[config.mk]
export PLATFORM = sky130hd
export DESIGN_NAME = rsq_top
export DESIGN_NICKNAME = d
export VERILOG_FILES = /design/src/common/rsq_pkg.sv /design/src/verilog/rsq_top.sv /design/src/verilog/rsq_sync2.sv /design/src/verilog/rsq_msg_tx.sv
export SDC_FILE = /design/constraint.sdc
export NUM_CORES = 1
export LEC_CHECK = 0
export BUFFER_PORTS_ARGS = -buffer_cell sky130_fd_sc_hd__buf_4
export CORE_MARGIN = 2
export CORE_UTILIZATION = 34
export CTS_CLUSTER_SIZE = 10
export DETAILED_ROUTE_END_ITERATION = 10
export PLACE_DENSITY = 0.6
export SYNTH_ARGS = -nofsm -noshare
export SYNTH_HDL_FRONTEND = slang
export SYNTH_SLANG_ARGS = --single-unit
[constraint.sdc]
create_clock -name CLK_SYS -period 4.11 [get_ports CLK_SYS]
set_clock_uncertainty 0.15 [all_clocks]
set_input_delay 0.2055 -clock CLK_SYS [delete_from_list [all_inputs] [get_ports CLK_SYS]]
set_output_delay 0.2055 -clock CLK_SYS [all_outputs]
set_load 0.05 [all_outputs]
[src/common/rsq_pkg.sv]
/*
 * constants, enumerations and carrier types of the relay sequencer
 * assumes a 20 MHz system clock and a 32-bit apb register bus
 */
`default_nettype none
package rsq_pkg;
	// ==========================================
	// timing
	localparam int CLK_HZ      = 20_000_000; // system clock rate
	localparam int TICK_MS     = 100;        // timing unit in ms
	localparam int TICK_CYCLES = CLK_HZ / 1000 * TICK_MS;
	// ==========================================
	// sizes
	localparam int WW     = 14; // width of a 1..9999 field
	localparam int N_DIN  = 4;  // digital inputs
	localparam int N_HS   = 3;  // handshake inputs dsr dcd cts
	localparam int N_IN   = 7;  // all reported inputs
	localparam int N_SESS = 8;  // sessions per input
	localparam int MSG_LEN  = 20; // bytes per message
	localparam int MSG_USED = 10; // bytes with fields
	localparam logic [WW-1:0] W_DFLT = 14'h0001; // one unit
	localparam logic [WW-1:0] W_MAX  = 14'h270f; // 9999 units
	// ==========================================
	// register offsets
	localparam logic [7:0] OFS_CTRL   = 8'h00;
	localparam logic [7:0] OFS_CMD    = 8'h04;
	localparam logic [7:0] OFS_PCOUNT = 8'h08;
	localparam logic [7:0] OFS_INACTW = 8'h0c;
	localparam logic [7:0] OFS_ACTW   = 8'h10;
	localparam logic [7:0] OFS_DELAY  = 8'h14;
	localparam logic [7:0] OFS_MAC_LO = 8'h18;
	localparam logic [7:0] OFS_MAC_HI = 8'h1c;
	localparam logic [7:0] OFS_ALPOL  = 8'h20;
	localparam logic [7:0] OFS_SESSLO = 8'h24;
	localparam logic [7:0] OFS_SESSHI = 8'h28;
	localparam logic [7:0] OFS_STATUS = 8'h2c;
	// ==========================================
	// field positions and reset values
	localparam int CTRL_MODE  = 0; // [1:0] output mode
	localparam int CTRL_CNT   = 2; // counted pulse sub-mode
	localparam int CTRL_FS    = 3; // [4:3] failsafe action
	localparam int CTRL_LINK  = 8; // relay follows an input
	localparam int CTRL_SRC   = 9; // [11:9] linked input index
	localparam int CMD_ACT    = 0;
	localparam int CMD_DEACT  = 1;
	localparam logic [31:0] RST_ZERO = 32'h0000_0000;
	// ==========================================
	// message bytes
	localparam logic [7:0] TYPE_DIG = 8'h00;
	localparam logic [7:0] TYPE_SER = 8'h01;
	localparam logic [7:0] BYTE_ONE = 8'h01;
	localparam logic [7:0] BYTE_ZERO = 8'h00;
	// ==========================================
	// types
	typedef enum logic [1:0] {
		MODE_MANUAL = 2'h0, MODE_PULSE = 2'h1, MODE_I2A = 2'h2, MODE_A2I = 2'h3
	} rsq_mode_t;
	typedef enum logic [1:0] {
		FS_NONE = 2'h0, FS_ACT = 2'h1, FS_DEACT = 2'h2
	} rsq_fs_t;
	typedef enum logic [2:0] {
		ST_OFF = 3'h0, ST_ON = 3'h1, ST_PACT = 3'h3, ST_PINACT = 3'h2,
		ST_I2A = 3'h6, ST_A2I = 3'h7, ST_DWAIT = 3'h5
	} rsq_state_t;
	typedef struct packed {
		logic [7:0]        kind;   // message type byte
		logic [7:0]        num;    // input number byte
		logic [47:0]       mac;    // sender hardware address
		logic [7:0]        alarm;  // alarm state byte
		logic [7:0]        status; // input status byte
		logic [N_SESS-1:0] sess;   // sessions to deliver to
	} rsq_hdr_t;
endpackage
`default_nettype wire

[src/verilog/rsq_top.sv]
/*
 * relay output sequencer with input status message generation
 * assumes apb3 master on CLK_SYS, pins asynchronous to the clock
 */
// The APB interface to the registers and the register addresses were decided locally.
// Notes on behaviour
// - pulse mode alternates after manual activate
// - continuous sub-mode pulses without end
// - counted sub-mode gives exact pulse count
// - inactive width 1..9999 units, default one
// - active width 1..9999 units, default one
// - delay then active in inactive-to-active mode
// - active then inactive after delay
// - deactivate postponed by programmed delay
// - failsafe action none, activate or deactivate
// - input change messages all its sessions
// - one-way messages, no reply awaited
// - one message per input, only on change
// - message exactly twenty bytes long
// - type, number, address, alarm, status order
// - type zero digital, one serial
// - number 1-4 digital, 5-7 handshake
// - alarm byte zero or one
// - status byte zero or one
// - ten reserved bytes are zero
// - output bound to at most one input
`timescale 1ns/1ps
`default_nettype none
module rsq_top #(
	parameter int TICK_CYCLES = rsq_pkg::TICK_CYCLES
) (
	// clock and reset
	input  wire logic                      CLK_SYS,
	input  wire logic                      RSTN,
	// apb slave
	input  wire logic                      PSEL,
	input  wire logic                      PENABLE,
	input  wire logic                      PWRITE,
	input  wire logic [7:0]                PADDR,
	input  wire logic [31:0]               PWDATA,
	output logic      [31:0]               PRDATA,
	output logic                           PREADY,
	output logic                           PSLVERR,
	// input pins
	input  wire logic [rsq_pkg::N_DIN-1:0] DIN,
	input  wire logic [rsq_pkg::N_HS-1:0]  HS_IN,
	input  wire logic                      FAILSAFE_TRIG,
	// relay drive
	output logic                           RELAY_OUT,
	// status message stream
	output logic [7:0]                     MSG_DATA,
	output logic                           MSG_VALID,
	output logic                           MSG_FIRST,
	output logic                           MSG_LAST,
	output logic [rsq_pkg::N_SESS-1:0]     MSG_SESS
);
	import rsq_pkg::*;

	// ==========================================
	// configuration registers
	rsq_mode_t     mode_reg;    // output mode
	logic          counted_reg; // counted pulse sub-mode
	rsq_fs_t       fs_reg;      // failsafe action
	logic          link_reg;    // relay follows an input
	logic [2:0]    src_reg;     // the one linked input
	logic [WW-1:0] pcount_reg;  // pulses in counted mode
	logic [WW-1:0] inactw_reg;  // inactive phase width
	logic [WW-1:0] actw_reg;    // active phase width
	logic [WW-1:0] delay_reg;   // delay value
	logic [47:0]   mac_reg;     // sender address
	logic [N_IN-1:0] alpol_reg; // level that means alarm
	logic [N_SESS*N_IN-1:0] sess_reg; // sessions per input
	logic          cmd_act;     // one-cycle activate
	logic          cmd_deact;   // one-cycle deactivate
	// ==========================================
	// block state
	rsq_state_t    state_reg, state_next; // relay sequencer
	logic [WW-1:0] tmr_reg, tmr_next;     // phase timer
	logic [WW-1:0] left_reg, left_next;   // pulses left
	logic          out_next;              // relay next level
	logic          tick;                  // 100 ms pulse
	logic [$clog2(TICK_CYCLES)-1:0] tdiv_reg; // tick divider
	logic [N_IN:0] pin_s;                 // synchronised pins
	logic [N_IN-1:0] lvl_reg;             // last input levels
	logic [N_IN-1:0] chg;                 // input changed
	logic [N_IN-1:0] pend_reg;            // message owed
	logic          fs_s, fs_d_reg, fs_fire; // failsafe edge
	logic          tx_busy, tx_start;     // serialiser control
	logic [2:0]    pick;                  // input to report
	rsq_hdr_t      hdr;                   // fields of message
	logic          expire;                // phase timer done
	logic          wr, rd_setup;          // apb phases

	// clamp a written width into 1..9999
	function automatic logic [WW-1:0] clamp_w(input logic [31:0] v);
		if (v == 32'h0) begin
			return W_DFLT;
		end else if (v > 32'(W_MAX)) begin
			return W_MAX;
		end
		return v[WW-1:0];
	endfunction

	// offset known to the register map
	function automatic logic mapped(input logic [7:0] a);
		return (a <= OFS_STATUS) && (a[1:0] == 2'b00);
	endfunction

	// ==========================================
	// apb slave
	assign wr       = PSEL && PENABLE && PWRITE && mapped(PADDR);
	assign rd_setup = PSEL && !PENABLE;
	assign PREADY   = 1'b1; // no wait states

	// configuration writes
	always_ff @(posedge CLK_SYS or negedge RSTN) begin
		if (!RSTN) begin
			mode_reg    <= MODE_MANUAL;
			counted_reg <= 1'b0;
			fs_reg      <= FS_NONE;
			link_reg    <= 1'b0;
			src_reg     <= 3'h0;
			pcount_reg  <= W_DFLT;
			inactw_reg  <= W_DFLT;
			actw_reg    <= W_DFLT;
			delay_reg   <= W_DFLT;
			mac_reg     <= '0;
			alpol_reg   <= '1;
			sess_reg    <= '0;
		end else if (wr) begin
			case (PADDR)
				OFS_CTRL: begin
					mode_reg    <= rsq_mode_t'(PWDATA[CTRL_MODE+:2]);
					counted_reg <= PWDATA[CTRL_CNT];
					fs_reg      <= rsq_fs_t'(PWDATA[CTRL_FS+:2]);
					link_reg    <= PWDATA[CTRL_LINK];
					src_reg     <= PWDATA[CTRL_SRC+:3];
				end
				OFS_PCOUNT: pcount_reg <= clamp_w(PWDATA);
				OFS_INACTW: inactw_reg <= clamp_w(PWDATA);
				OFS_ACTW:   actw_reg   <= clamp_w(PWDATA);
				OFS_DELAY:  delay_reg  <= clamp_w(PWDATA);
				OFS_MAC_LO: mac_reg[31:0]  <= PWDATA;
				OFS_MAC_HI: mac_reg[47:32] <= PWDATA[15:0];
				OFS_ALPOL:  alpol_reg  <= PWDATA[N_IN-1:0];
				OFS_SESSLO: sess_reg[31:0] <= PWDATA;
				OFS_SESSHI: sess_reg[N_SESS*N_IN-1:32] <= PWDATA[23:0];
				default: ;
			endcase
		end
	end

	// command strobes, written bits act once
	always_ff @(posedge CLK_SYS or negedge RSTN) begin
		if (!RSTN) begin
			cmd_act   <= 1'b0;
			cmd_deact <= 1'b0;
		end else begin
			cmd_act   <= (wr && PADDR == OFS_CMD && PWDATA[CMD_ACT])
				|| (link_reg && chg[src_reg] && pin_s[src_reg]);
			cmd_deact <= (wr && PADDR == OFS_CMD && PWDATA[CMD_DEACT])
				|| (link_reg && chg[src_reg] && !pin_s[src_reg]);
		end
	end

	// read data prepared in the setup phase
	always_ff @(posedge CLK_SYS or negedge RSTN) begin
		if (!RSTN) begin
			PRDATA  <= 32'h0;
			PSLVERR <= 1'b0;
		end else if (rd_setup) begin
			PSLVERR <= !mapped(PADDR);
			case (PADDR)
				OFS_CTRL:   PRDATA <= {20'h0, src_reg, link_reg, 3'h0,
					fs_reg, counted_reg, mode_reg};
				OFS_PCOUNT: PRDATA <= {18'h0, pcount_reg};
				OFS_INACTW: PRDATA <= {18'h0, inactw_reg};
				OFS_ACTW:   PRDATA <= {18'h0, actw_reg};
				OFS_DELAY:  PRDATA <= {18'h0, delay_reg};
				OFS_MAC_LO: PRDATA <= mac_reg[31:0];
				OFS_MAC_HI: PRDATA <= {16'h0, mac_reg[47:32]};
				OFS_ALPOL:  PRDATA <= {25'h0, alpol_reg};
				OFS_SESSLO: PRDATA <= sess_reg[31:0];
				OFS_SESSHI: PRDATA <= {8'h0, sess_reg[N_SESS*N_IN-1:32]};
				OFS_STATUS: PRDATA <= {13'h0, tx_busy, pend_reg,
					lvl_reg, state_reg, RELAY_OUT};
				default:    PRDATA <= 32'h0; // command and holes
			endcase
		end
	end

	// ==========================================
	// time base
	// one tick every TICK_CYCLES edges
	always_ff @(posedge CLK_SYS or negedge RSTN) begin
		if (!RSTN) begin
			tdiv_reg <= '0;
			tick     <= 1'b0;
		end else if (tdiv_reg == ($clog2(TICK_CYCLES))'(TICK_CYCLES - 1)) begin
			tdiv_reg <= '0;
			tick     <= 1'b1;
		end else begin
			tdiv_reg <= tdiv_reg + 1'b1;
			tick     <= 1'b0;
		end
	end

	// ==========================================
	// relay sequencer
	assign expire = tick && (tmr_reg == W_DFLT);

	// next state, failsafe first, then commands, then timer
	always_comb begin
		state_next = state_reg;
		tmr_next   = (tick && tmr_reg != '0) ? tmr_reg - 1'b1 : tmr_reg;
		left_next  = left_reg;
		if (fs_fire && fs_reg == FS_ACT) begin
			state_next = ST_ON;
		end else if (fs_fire && fs_reg == FS_DEACT) begin
			state_next = ST_OFF;
		end else if (cmd_act) begin
			case (mode_reg)
				MODE_MANUAL: state_next = ST_ON;
				MODE_PULSE: begin
					state_next = ST_PACT;
					tmr_next   = actw_reg;
					left_next  = pcount_reg;
				end
				MODE_I2A: begin
					state_next = ST_I2A;
					tmr_next   = delay_reg;
				end
				default: begin
					state_next = ST_A2I;
					tmr_next   = delay_reg;
				end
			endcase
		end else if (cmd_deact && state_reg != ST_OFF) begin
			if (state_reg != ST_DWAIT) begin
				state_next = ST_DWAIT;
				tmr_next   = delay_reg;
			end
		end else if (expire) begin
			case (state_reg)
				ST_PACT: begin
					state_next = ST_PINACT;
					tmr_next   = inactw_reg;
				end
				ST_PINACT: begin
					if (counted_reg && left_reg == W_DFLT) begin
						state_next = ST_OFF;
					end else begin
						state_next = ST_PACT;
						tmr_next   = actw_reg;
						left_next  = counted_reg ? left_reg - 1'b1 : left_reg;
					end
				end
				ST_I2A:   state_next = ST_ON;
				ST_A2I:   state_next = ST_OFF;
				ST_DWAIT: state_next = ST_OFF;
				default:  state_next = state_reg;
			endcase
		end
	end

	// relay level follows the state, held while a deactivate waits
	always_comb begin
		case (state_next)
			ST_ON, ST_PACT, ST_A2I: out_next = 1'b1;
			ST_DWAIT:               out_next = RELAY_OUT;
			default:                out_next = 1'b0;
		endcase
	end

	// sequencer registers, reset leaves the relay inactive
	always_ff @(posedge CLK_SYS or negedge RSTN) begin
		if (!RSTN) begin
			state_reg <= ST_OFF;
			tmr_reg   <= '0;
			left_reg  <= '0;
			RELAY_OUT <= 1'b0;
		end else begin
			state_reg <= state_next;
			tmr_reg   <= tmr_next;
			left_reg  <= left_next;
			RELAY_OUT <= out_next;
		end
	end

	// ==========================================
	// inputs and change detection
	rsq_sync2 #(
		.W     (N_IN + 1)
	) u_sync (
		.clk   (CLK_SYS),
		.rst_n (RSTN),
		.d     ({FAILSAFE_TRIG, HS_IN, DIN}),
		.q     (pin_s)
	);
	assign fs_s    = pin_s[N_IN];
	assign fs_fire = fs_s && !fs_d_reg;
	assign chg     = pin_s[N_IN-1:0] ^ lvl_reg;

	// level history and owed messages, a new change beats a clear
	always_ff @(posedge CLK_SYS or negedge RSTN) begin
		if (!RSTN) begin
			lvl_reg  <= '0;
			fs_d_reg <= 1'b0;
			pend_reg <= '0;
		end else begin
			lvl_reg  <= pin_s[N_IN-1:0];
			fs_d_reg <= fs_s;
			pend_reg <= (pend_reg & ~(tx_start ? N_IN'(1) << pick : '0))
				| chg;
		end
	end

	// lowest owed input goes first
	always_comb begin
		pick = 3'h0;
		for (int i = N_IN - 1; i >= 0; i--) begin
			if (pend_reg[i]) begin
				pick = 3'(i);
			end
		end
	end
	assign tx_start = (pend_reg != '0) && !tx_busy;

	// message fields for the chosen input
	always_comb begin
		hdr.kind   = (pick >= 3'(N_DIN)) ? TYPE_SER : TYPE_DIG;
		hdr.num    = 8'(pick) + BYTE_ONE;
		hdr.mac    = mac_reg;
		hdr.alarm  = (lvl_reg[pick] == alpol_reg[pick]) ? BYTE_ONE : BYTE_ZERO;
		hdr.status = lvl_reg[pick] ? BYTE_ONE : BYTE_ZERO;
		hdr.sess   = sess_reg[pick*N_SESS+:N_SESS];
	end

	rsq_msg_tx u_tx (
		.clk   (CLK_SYS),
		.rst_n (RSTN),
		.start (tx_start),
		.hdr   (hdr),
		.busy  (tx_busy),
		.data  (MSG_DATA),
		.valid (MSG_VALID),
		.first (MSG_FIRST),
		.last  (MSG_LAST),
		.sess  (MSG_SESS)
	);

	// ==========================================
	// checks
	property p_manual_act;
		@(posedge CLK_SYS) disable iff (!RSTN)
		cmd_act && mode_reg == MODE_MANUAL && !fs_fire |=> RELAY_OUT;
	endproperty
	a_manual_act: assert property (p_manual_act) else $error("manual activate lost");
	property p_pulse_start;
		@(posedge CLK_SYS) disable iff (!RSTN)
		cmd_act && mode_reg == MODE_PULSE && !fs_fire |=> state_reg == ST_PACT && RELAY_OUT;
	endproperty
	a_pulse_start: assert property (p_pulse_start) else $error("pulse did not start");
	property p_continuous;
		@(posedge CLK_SYS) disable iff (!RSTN)
		state_reg == ST_PINACT && expire && !counted_reg && !cmd_act && !cmd_deact && !fs_fire
		|=> state_reg == ST_PACT;
	endproperty
	a_continuous: assert property (p_continuous) else $error("continuous pulse stopped");
	property p_count_stop;
		@(posedge CLK_SYS) disable iff (!RSTN)
		state_reg == ST_PINACT && expire && counted_reg && left_reg == W_DFLT
		&& !cmd_act && !fs_fire |=> state_reg == ST_OFF && !RELAY_OUT;
	endproperty
	a_count_stop: assert property (p_count_stop) else $error("counted pulse overran");
	property p_i2a_low;
		@(posedge CLK_SYS) disable iff (!RSTN)
		state_reg == ST_I2A |-> !RELAY_OUT;
	endproperty
	a_i2a_low: assert property (p_i2a_low) else $error("active during delay");
	property p_a2i_high;
		@(posedge CLK_SYS) disable iff (!RSTN)
		state_reg == ST_A2I |-> RELAY_OUT;
	endproperty
	a_a2i_high: assert property (p_a2i_high) else $error("inactive during delay");
	property p_deact_hold;
		@(posedge CLK_SYS) disable iff (!RSTN)
		cmd_deact && !cmd_act && !fs_fire && state_reg != ST_OFF && state_reg != ST_DWAIT
		|=> state_reg == ST_DWAIT && RELAY_OUT == $past(RELAY_OUT);
	endproperty
	a_deact_hold: assert property (p_deact_hold) else $error("deactivate not postponed");
	property p_fs_act;
		@(posedge CLK_SYS) disable iff (!RSTN)
		fs_fire && fs_reg == FS_ACT |=> RELAY_OUT;
	endproperty
	a_fs_act: assert property (p_fs_act) else $error("failsafe activate ignored");
	property p_msg_len;
		@(posedge CLK_SYS) disable iff (!RSTN)
		MSG_FIRST |-> (MSG_VALID [*8] ##1 MSG_VALID [*8] ##1 MSG_VALID [*4] ##1 !MSG_VALID)
			and (##19 MSG_LAST);
	endproperty
	a_msg_len: assert property (p_msg_len) else $error("message length wrong");
	property p_tick_once;
		@(posedge CLK_SYS) disable iff (!RSTN)
		tick |=> !tick;
	endproperty
	a_tick_once: assert property (p_tick_once) else $error("tick longer than a cycle");
	c_pulse: cover property (@(posedge CLK_SYS) disable iff (!RSTN)
		state_reg == ST_PINACT ##1 state_reg == ST_PACT);
	c_dwait: cover property (@(posedge CLK_SYS) disable iff (!RSTN)
		state_reg == ST_DWAIT ##1 state_reg == ST_OFF);
	c_msg: cover property (@(posedge CLK_SYS) disable iff (!RSTN) MSG_LAST);
endmodule
`default_nettype wire

[src/verilog/rsq_sync2.sv]
/*
 * two flip-flop level synchroniser, width is a parameter
 * assumes levels that stay put for several clock cycles
 */
`timescale 1ns/1ps
`default_nettype none
module rsq_sync2 #(
	parameter int W = 1
) (
	// clock and reset
	input  wire logic         clk,
	input  wire logic         rst_n,
	// levels
	input  wire logic [W-1:0] d,
	output logic      [W-1:0] q
);
	// ==========================================
	// stages
	logic [W-1:0] meta_reg; // first stage, read only by q

	// two stages, constants under reset
	always_ff @(posedge clk or negedge rst_n) begin
		if (!rst_n) begin
			meta_reg <= '0;
			q        <= '0;
		end else begin
			meta_reg <= d;
			q        <= meta_reg;
		end
	end
endmodule
`default_nettype wire

[src/verilog/rsq_msg_tx.sv]
/*
 * serialiser of one twenty-byte status message, a byte a cycle
 * assumes a start only while not busy; no reply is awaited
 */
`timescale 1ns/1ps
`default_nettype none
module rsq_msg_tx
	import rsq_pkg::*;
(
	// clock and reset
	input  wire logic             clk,
	input  wire logic             rst_n,
	// message request
	input  wire logic             start,
	input  wire rsq_pkg::rsq_hdr_t hdr,
	output logic                  busy,
	// byte stream
	output logic [7:0]            data,
	output logic                  valid,
	output logic                  first,
	output logic                  last,
	output logic [N_SESS-1:0]     sess
);
	// ==========================================
	// state
	rsq_hdr_t   hdr_reg; // captured fields
	logic [4:0] idx_reg; // byte index
	logic [7:0] byte_next; // byte for this index

	// byte selection in field order
	always_comb begin
		byte_next = BYTE_ZERO; // reserved bytes are zero
		case (idx_reg)
			5'h00: byte_next = hdr_reg.kind;
			5'h01: byte_next = hdr_reg.num;
			5'h02: byte_next = hdr_reg.mac[47:40];
			5'h03: byte_next = hdr_reg.mac[39:32];
			5'h04: byte_next = hdr_reg.mac[31:24];
			5'h05: byte_next = hdr_reg.mac[23:16];
			5'h06: byte_next = hdr_reg.mac[15:8];
			5'h07: byte_next = hdr_reg.mac[7:0];
			5'h08: byte_next = hdr_reg.alarm;
			5'h09: byte_next = hdr_reg.status;
			default: byte_next = BYTE_ZERO;
		endcase
	end

	// sequencing, one byte per edge, nothing awaited back
	always_ff @(posedge clk or negedge rst_n) begin
		if (!rst_n) begin
			busy    <= 1'b0;
			idx_reg <= 5'h00;
			hdr_reg <= '0;
		end else if (start && !busy) begin
			busy    <= 1'b1;
			idx_reg <= 5'h00;
			hdr_reg <= hdr;
		end else if (busy) begin
			if (idx_reg == 5'(MSG_LEN - 1)) begin
				busy <= 1'b0;
			end
			idx_reg <= idx_reg + 5'h01;
		end
	end

	// registered stream outputs
	always_ff @(posedge clk or negedge rst_n) begin
		if (!rst_n) begin
			data  <= 8'h00;
			valid <= 1'b0;
			first <= 1'b0;
			last  <= 1'b0;
			sess  <= '0;
		end else begin
			data  <= busy ? byte_next : 8'h00;
			valid <= busy;
			first <= busy && (idx_reg == 5'h00);
			last  <= busy && (idx_reg == 5'(MSG_LEN - 1));
			sess  <= hdr_reg.sess;
		end
	end

	// ==========================================
	// checks
	property p_reserved_zero;
		@(posedge clk) disable iff (!rst_n)
		busy && (idx_reg >= 5'(MSG_USED)) |=> valid && (data == 8'h00);
	endproperty
	a_reserved_zero: assert property (p_reserved_zero) else $error("reserved byte not zero");
endmodule
`default_nettype wire

# ---- After elaboration in Yosys (flattened, before gate mapping)
# Index checks and enable logic that the tools add are counted.
dict set report classes {
  add_sub_neg 5
  order_cmp 5
  n_eq_ne 42
  shifts 2
  n_mux 72
  n_bitwise 6
  n_reduce_logical 54
}
# operator count
set ops {}
lappend ops {{case mux 32 bit (11 select lines)} 1}
lappend ops {{two-way mux 14 bit} 21}
lappend ops {{case mux 8 bit (10 select lines)} 1}
lappend ops {{case mux 14 bit (2 select lines)} 2}
lappend ops {{variable part select 56 x 7 -> 8 bit} 1}
lappend ops {{two-way mux 3 bit} 13}
lappend ops {{equality test 8 x 5 -> 1 bit (second input constant)} 4}
lappend ops {{equality test 8 x 6 -> 1 bit (second input constant)} 4}
lappend ops {{greater-than comparator 32 x 14 -> 1 bit (second input constant)} 1}
lappend ops {{logical NOT 32 bit} 1}
lappend ops {{equality test 14 x 1 -> 1 bit (second input constant)} 2}
lappend ops {{subtractor 14 x 1 -> 14 bit (second input constant)} 2}
lappend ops {{logical AND 1 bit} 22}
lappend ops {{adder 21 x 1 -> 21 bit (second input constant)} 1}
lappend ops {{equality test 21 bit (second input constant)} 1}
lappend ops {{two-way mux 1 bit} 21}
lappend ops {{two-way mux 21 bit} 1}
lappend ops {{equality test 5 x 3 -> 1 bit (second input constant)} 4}
lappend ops {{AND reduction 2 bit} 10}
lappend ops {{equality test 8 x 4 -> 1 bit (second input constant)} 2}
lappend ops {{equality test 3 bit (second input constant)} 5}
lappend ops {{nonzero test 14 bit} 1}
lappend ops {{binary-select mux 1 bit (select 3 bit)} 4}
lappend ops {{case mux 3 bit (4 select lines)} 1}
lappend ops {{other kinds (41)} 60}
dict set report totals {
  ff_bits 409
  input_bits 53
  out_inout_bits 54
  elab_cells 228
}

# ---- Longest topological paths before layout
dict set report logic_depth {
  depth_word 12
  ltp_mapped 10
  depth_no_buf 9
}

# ---- Hierarchy
# Synthesis repeated with hierarchy kept, for this count alone.
dict set report unflattened {
  hier_cells 1801
  area_unflattened_um2 20064.2
}
# module n_inst cells_per_inst area_per_inst_um2
set by_module_without_submodules {}
lappend by_module_without_submodules {rsq_top 1 1450 14841.7}
lappend by_module_without_submodules {rsq_msg_tx 1 335 4822.1}
lappend by_module_without_submodules {rsq_sync2 1 16 400.4}

# ---- Worst setup path after synthesis
# Ideal clock, no wire load.
dict set report synth_timing {
  path_type {reg-to-reg}
  from {register tmr_reg[6]}
  to {register tmr_reg[11]}
  arrival_time_ns 2.259
  required_ns 3.825
  setup_slack_ns 1.567
  path_stages_with_launch 8
  path_buffers 1
  cell_sequence {dfrtp_1 -> or4_4 -> or2_4 -> or3_4 -> o31ai_1 -> and2b_1 -> buf_4 -> o22ai_1}
}
dict set report synth_between {
  elab_chain_len 10
  word_cells_on_any_way 15
}
# item line
set synth_rtl {}
lappend synth_rtl {{start: declaration} rsq_top.sv:78} ;# logic [WW-1:0] tmr_reg, tmr_next;
lappend synth_rtl {{start signal: assignment} rsq_top.sv:284} ;# tmr_reg <= tmr_next;
lappend synth_rtl {{parallel branches: the longest is 9 deep, another holds subtractor 14 x 1 -> 14 bit} -}
lappend synth_rtl {{two-way mux 14 bit *} rsq_top.sv:217} ;# if (fs_fire && fs_reg == FS_ACT) begin
lappend synth_rtl {{named net tmr_next[11]} rsq_top.sv:78}
# Mark *: on every way through the listed nets, which the timed path passes.
# A chain may end at the register's enable or synchronous reset.

# ---- Worst setup path in the final report
dict set report layout_timing {
  from {register tmr_reg[1]}
  to {register left_reg[5]}
}
dict set report layout_between {
  elab_chain_len 4
}
# item line
set layout_rtl {}
lappend layout_rtl {{equality test 14 x 1 -> 1 bit} rsq_top.sv:210} ;# assign expire = tick && (tmr_reg == W_DFLT);
lappend layout_rtl {{logical AND 1 bit} rsq_top.sv:210}
lappend layout_rtl {{nonzero test 2 bit (no source line)} -}
lappend layout_rtl {{AND reduction 8 bit (no source line)} -}
lappend layout_rtl {{end signal: assignment} rsq_top.sv:285} ;# left_reg <= left_next;
lappend layout_rtl {{end: declaration} rsq_top.sv:79} ;# logic [WW-1:0] left_reg, left_next;
# No other way between the ends.

==> results.sh <==
export IMPL_timing_hold_ws_ps=66.4
export IMPL_finalCritPeriodShare=0.740
export IMPL_place_ws_ps=992
export IMPL_setup_viol=0
export IMPL_start_kind="flop"
export IMPL_antenna_found_initial=0
export IMPL_die_y_microns=234
export IMPL_drt_iter0_drc=1653
export IMPL_cts_tree="built"
export IMPL_setup_tns_ps=0
export IMPL_fin_ws_ps=1070
export IMPL_wl_met2_mm=27.0
export IMPL_hold_buffers=43
export IMPL_ys_flop_type="dfrtp_1"
export IMPL_synth_nets=1816
export IMPL_critical_path_class="reg -> reg"
export IMPL_wirelength_met1_mm=26.4
export IMPL_final_hold_viol_count=0
export IMPL_vias=14600
export IMPL_ant_nets=0
export IMPL_grt_max_degree=86
export IMPL_cp_buffers_inverters=2
export IMPL_top_layer_used="met4"
export IMPL_cts_sinks=384
export IMPL_r2r_cells=10
export IMPL_r2r_start="tmr_reg[1]"
export IMPL_drc_errors=0
export IMPL_ys_async_sr_fraction=1.00
export IMPL_die_w_microns=234
export IMPL_io_pins=107
export IMPL_worstPathRequired_ps=4400
export IMPL_max_slew_margin_rel=0.215
export IMPL_clkTransAtPathRegs_ps=60
export IMPL_n_antenna_cell=0
export IMPL_stdcell_area_sq_mm=0.0214
export IMPL_grt_setup_unrepaired="false"
export IMPL_drtPass1Iterations=7
export IMPL_synth_area_leader_cell="dfrtp_1"
export IMPL_die_area_sq_mm=0.0549
export IMPL_nNetsFinal=1945
export IMPL_ys_warnings_count=0
export IMPL_worst_path_stages=10
export IMPL_fin_crit_ps=3040
export IMPL_place_congestion=0.944
export IMPL_startpoint="tmr_reg[1]"
export IMPL_synthTopCellsByArea="dfrtp_1, mux2_2, nand2_1"
export IMPL_worst_hold_path_type="in -> async"
export IMPL_track_usage=0.218
export IMPL_cp_end_kind="flop"
export IMPL_cts_path_max_buffers=3
export IMPL_wl_per_cell_microns=23.2
export IMPL_ctsRootBufferMaster="clkbuf_16"
export IMPL_synth_seq_cells=384
export IMPL_post_cts_buffers=0
export IMPL_power_density_mw_per_mm2=392
export IMPL_grt_pass1_wl_mm=90.3
export IMPL_grt_pass1_vias=14300
export IMPL_synth_area_sq_mm=0.0180
export IMPL_worstSkewPairLatency_ps=590
export IMPL_critPathCapture="left_reg[5]"
export IMPL_netlist_area_leader_share=0.518
export IMPL_regToRegSetupSlack_ps=1070
export IMPL_place_area_sq_mm=0.0196
export IMPL_slew_viol_final=0
export IMPL_crit_fanout=23
export IMPL_grt_overflow_total=0
export IMPL_htreeDepth=2
export IMPL_cts_resized=0
export IMPL_worstPathCellList="inv_1 -> ha_1 -> or4bb_1 -> nor4_4 -> nand4_1 -> a21oi_2 -> buf_4 -> nand2_1 -> o22ai_1 -> a21oi_1"
export IMPL_yosysSeqAreaShare=0.534
export IMPL_arrival_ps=3330
export IMPL_synthCells=1749
export IMPL_ys_top_cells_by_count="dfrtp_1, nand2_1, o21ai_0, mux2_2, nor2_1"
export IMPL_portBuffers=105
export IMPL_viasPerCell=5.65
export IMPL_core_area_sq_mm=0.0526
export IMPL_p_leak_uw=0.00961
export IMPL_worst_path_largest_cell_delay_ps=550
export IMPL_rr_endpoint="left_reg[5]"
export IMPL_status="finished clean"
export IMPL_ir_drop_uv=294
export IMPL_start_util=0.343
export IMPL_drive_gt1_frac=0.191
export IMPL_ys_types=73
export IMPL_tightest_slew_ps=1150
export IMPL_cap_violations=0
export IMPL_route_met3_wl_mm=4.52
export IMPL_largest_reg_flops=63
export IMPL_synth_edf_count=0
export IMPL_postSynthAreaPerCell_sq_um=10.3
export IMPL_path_delay_family="simple AND/OR/NAND/NOR gates"
export IMPL_cts_buffers_inserted=45
export IMPL_area_delta_synth_final_pct=18.5
export IMPL_rows=84
export IMPL_routed_wl_mm=60.0
export IMPL_hpwl_mm=43.1
export IMPL_yosysMostFrequentCell="dfrtp_1"
export IMPL_crit_slowest_cell="or4bb_1"
export IMPL_fmax_mhz=329
[placed cells by master, fill, tap and decap left out, types with 16 or more instances in the layout]
cell type,n
nor2_1,91
dfrtp_1,373
nor3_1,23
nand3_1,30
nor4_1,17
o22ai_1,32
dlygate4sd3_1,43
buf_4,132
xnor2_1,23
a22oi_1,71
a22o_1,33
clkbuf_16,45
o21ai_0,148
mux2_2,123
nand2b_1,16
mux2i_1,31
nand2_1,342
a21oi_1,52
inv_1,25
[cell type report]
cell class,instances,area [sq um]
fillers,5114,31200
flip-flops and latches,384,9620
multi-input cells,1241,7960
repair buffers,180,1520
clock buffers,64,1240
well taps,688,861
inverters,26,97.6
clock inverters,4,67.6
[power breakdown]
part	switching, uW	leakage, uW	internal (uW)
logic	496	0.00382	242
clock network	1580	0.000630	2080
registers	118	0.00516	3860
total	2190	0.00961	6180
[logic make-up after synthesis]
kind of cell               share of synthesized area
and+or+nand+nor                                0.152
adders and majority gates                    0.00971
other                                       0.000208
DFF                                            0.534
buffers and inverters                         0.0275
muxes                                          0.110
AOI/OAI and AO/OA                              0.148
xor gates and xnor gates                      0.0185
[routing by layer]
metal / vias to the layer above / global-route usage
met4: 0 / 0.0719
met2: 608 / 0.333
li1: 6513 / -
met5: - / 0
met1: 7371 / 0.314
met3: 129 / 0.0381
[through the flow]
| step | total power [uW] | util | cells |
|---|---|---|---|
| final | 8370 | 0.407 | 2587 |
| after global placement | 4720 | 0.374 | 2476 |
| after detailed placement | 4740 | 0.374 | 2476 |
| after global routing | 8670 | 0.407 | 2587 |
| after floorplan | 4390 | - | 1749 |
| after CTS | 8430 | 0.407 | 2587 |
[worst reg2reg max path, stage by stage, from the launching register on]
cell and delay, ps:
dfrtp_1 400, inv_1 90, ha_1 140, or4bb_1 550, nor4_4 370, nand4_1 180
a21oi_2 160, buf_4 280, nand2_1 310, o22ai_1 240, a21oi_1 60
[worst min-delay path by stage]
| stage | start | endpoint | slack, ps | cells past startpoint |
|---|---|---|---|---|
| 2_1_floorplan | RSTN | PRDATA[0] | -240 | 0 |
| 3_3_place_gp | RSTN | u_tx.last | 120 | 1 |
| 3_5_place_dp | RSTN | u_tx.last | 110 | 1 |
| 4_1_cts | PADDR[2] | PRDATA[11] | 60 | 5 |
| 5_1_grt | PADDR[2] | PRDATA[11] | 80 | 4 |
| 6_report | RSTN | u_tx.last | 70 | 2 |
(Power assumes the default switching activity.)
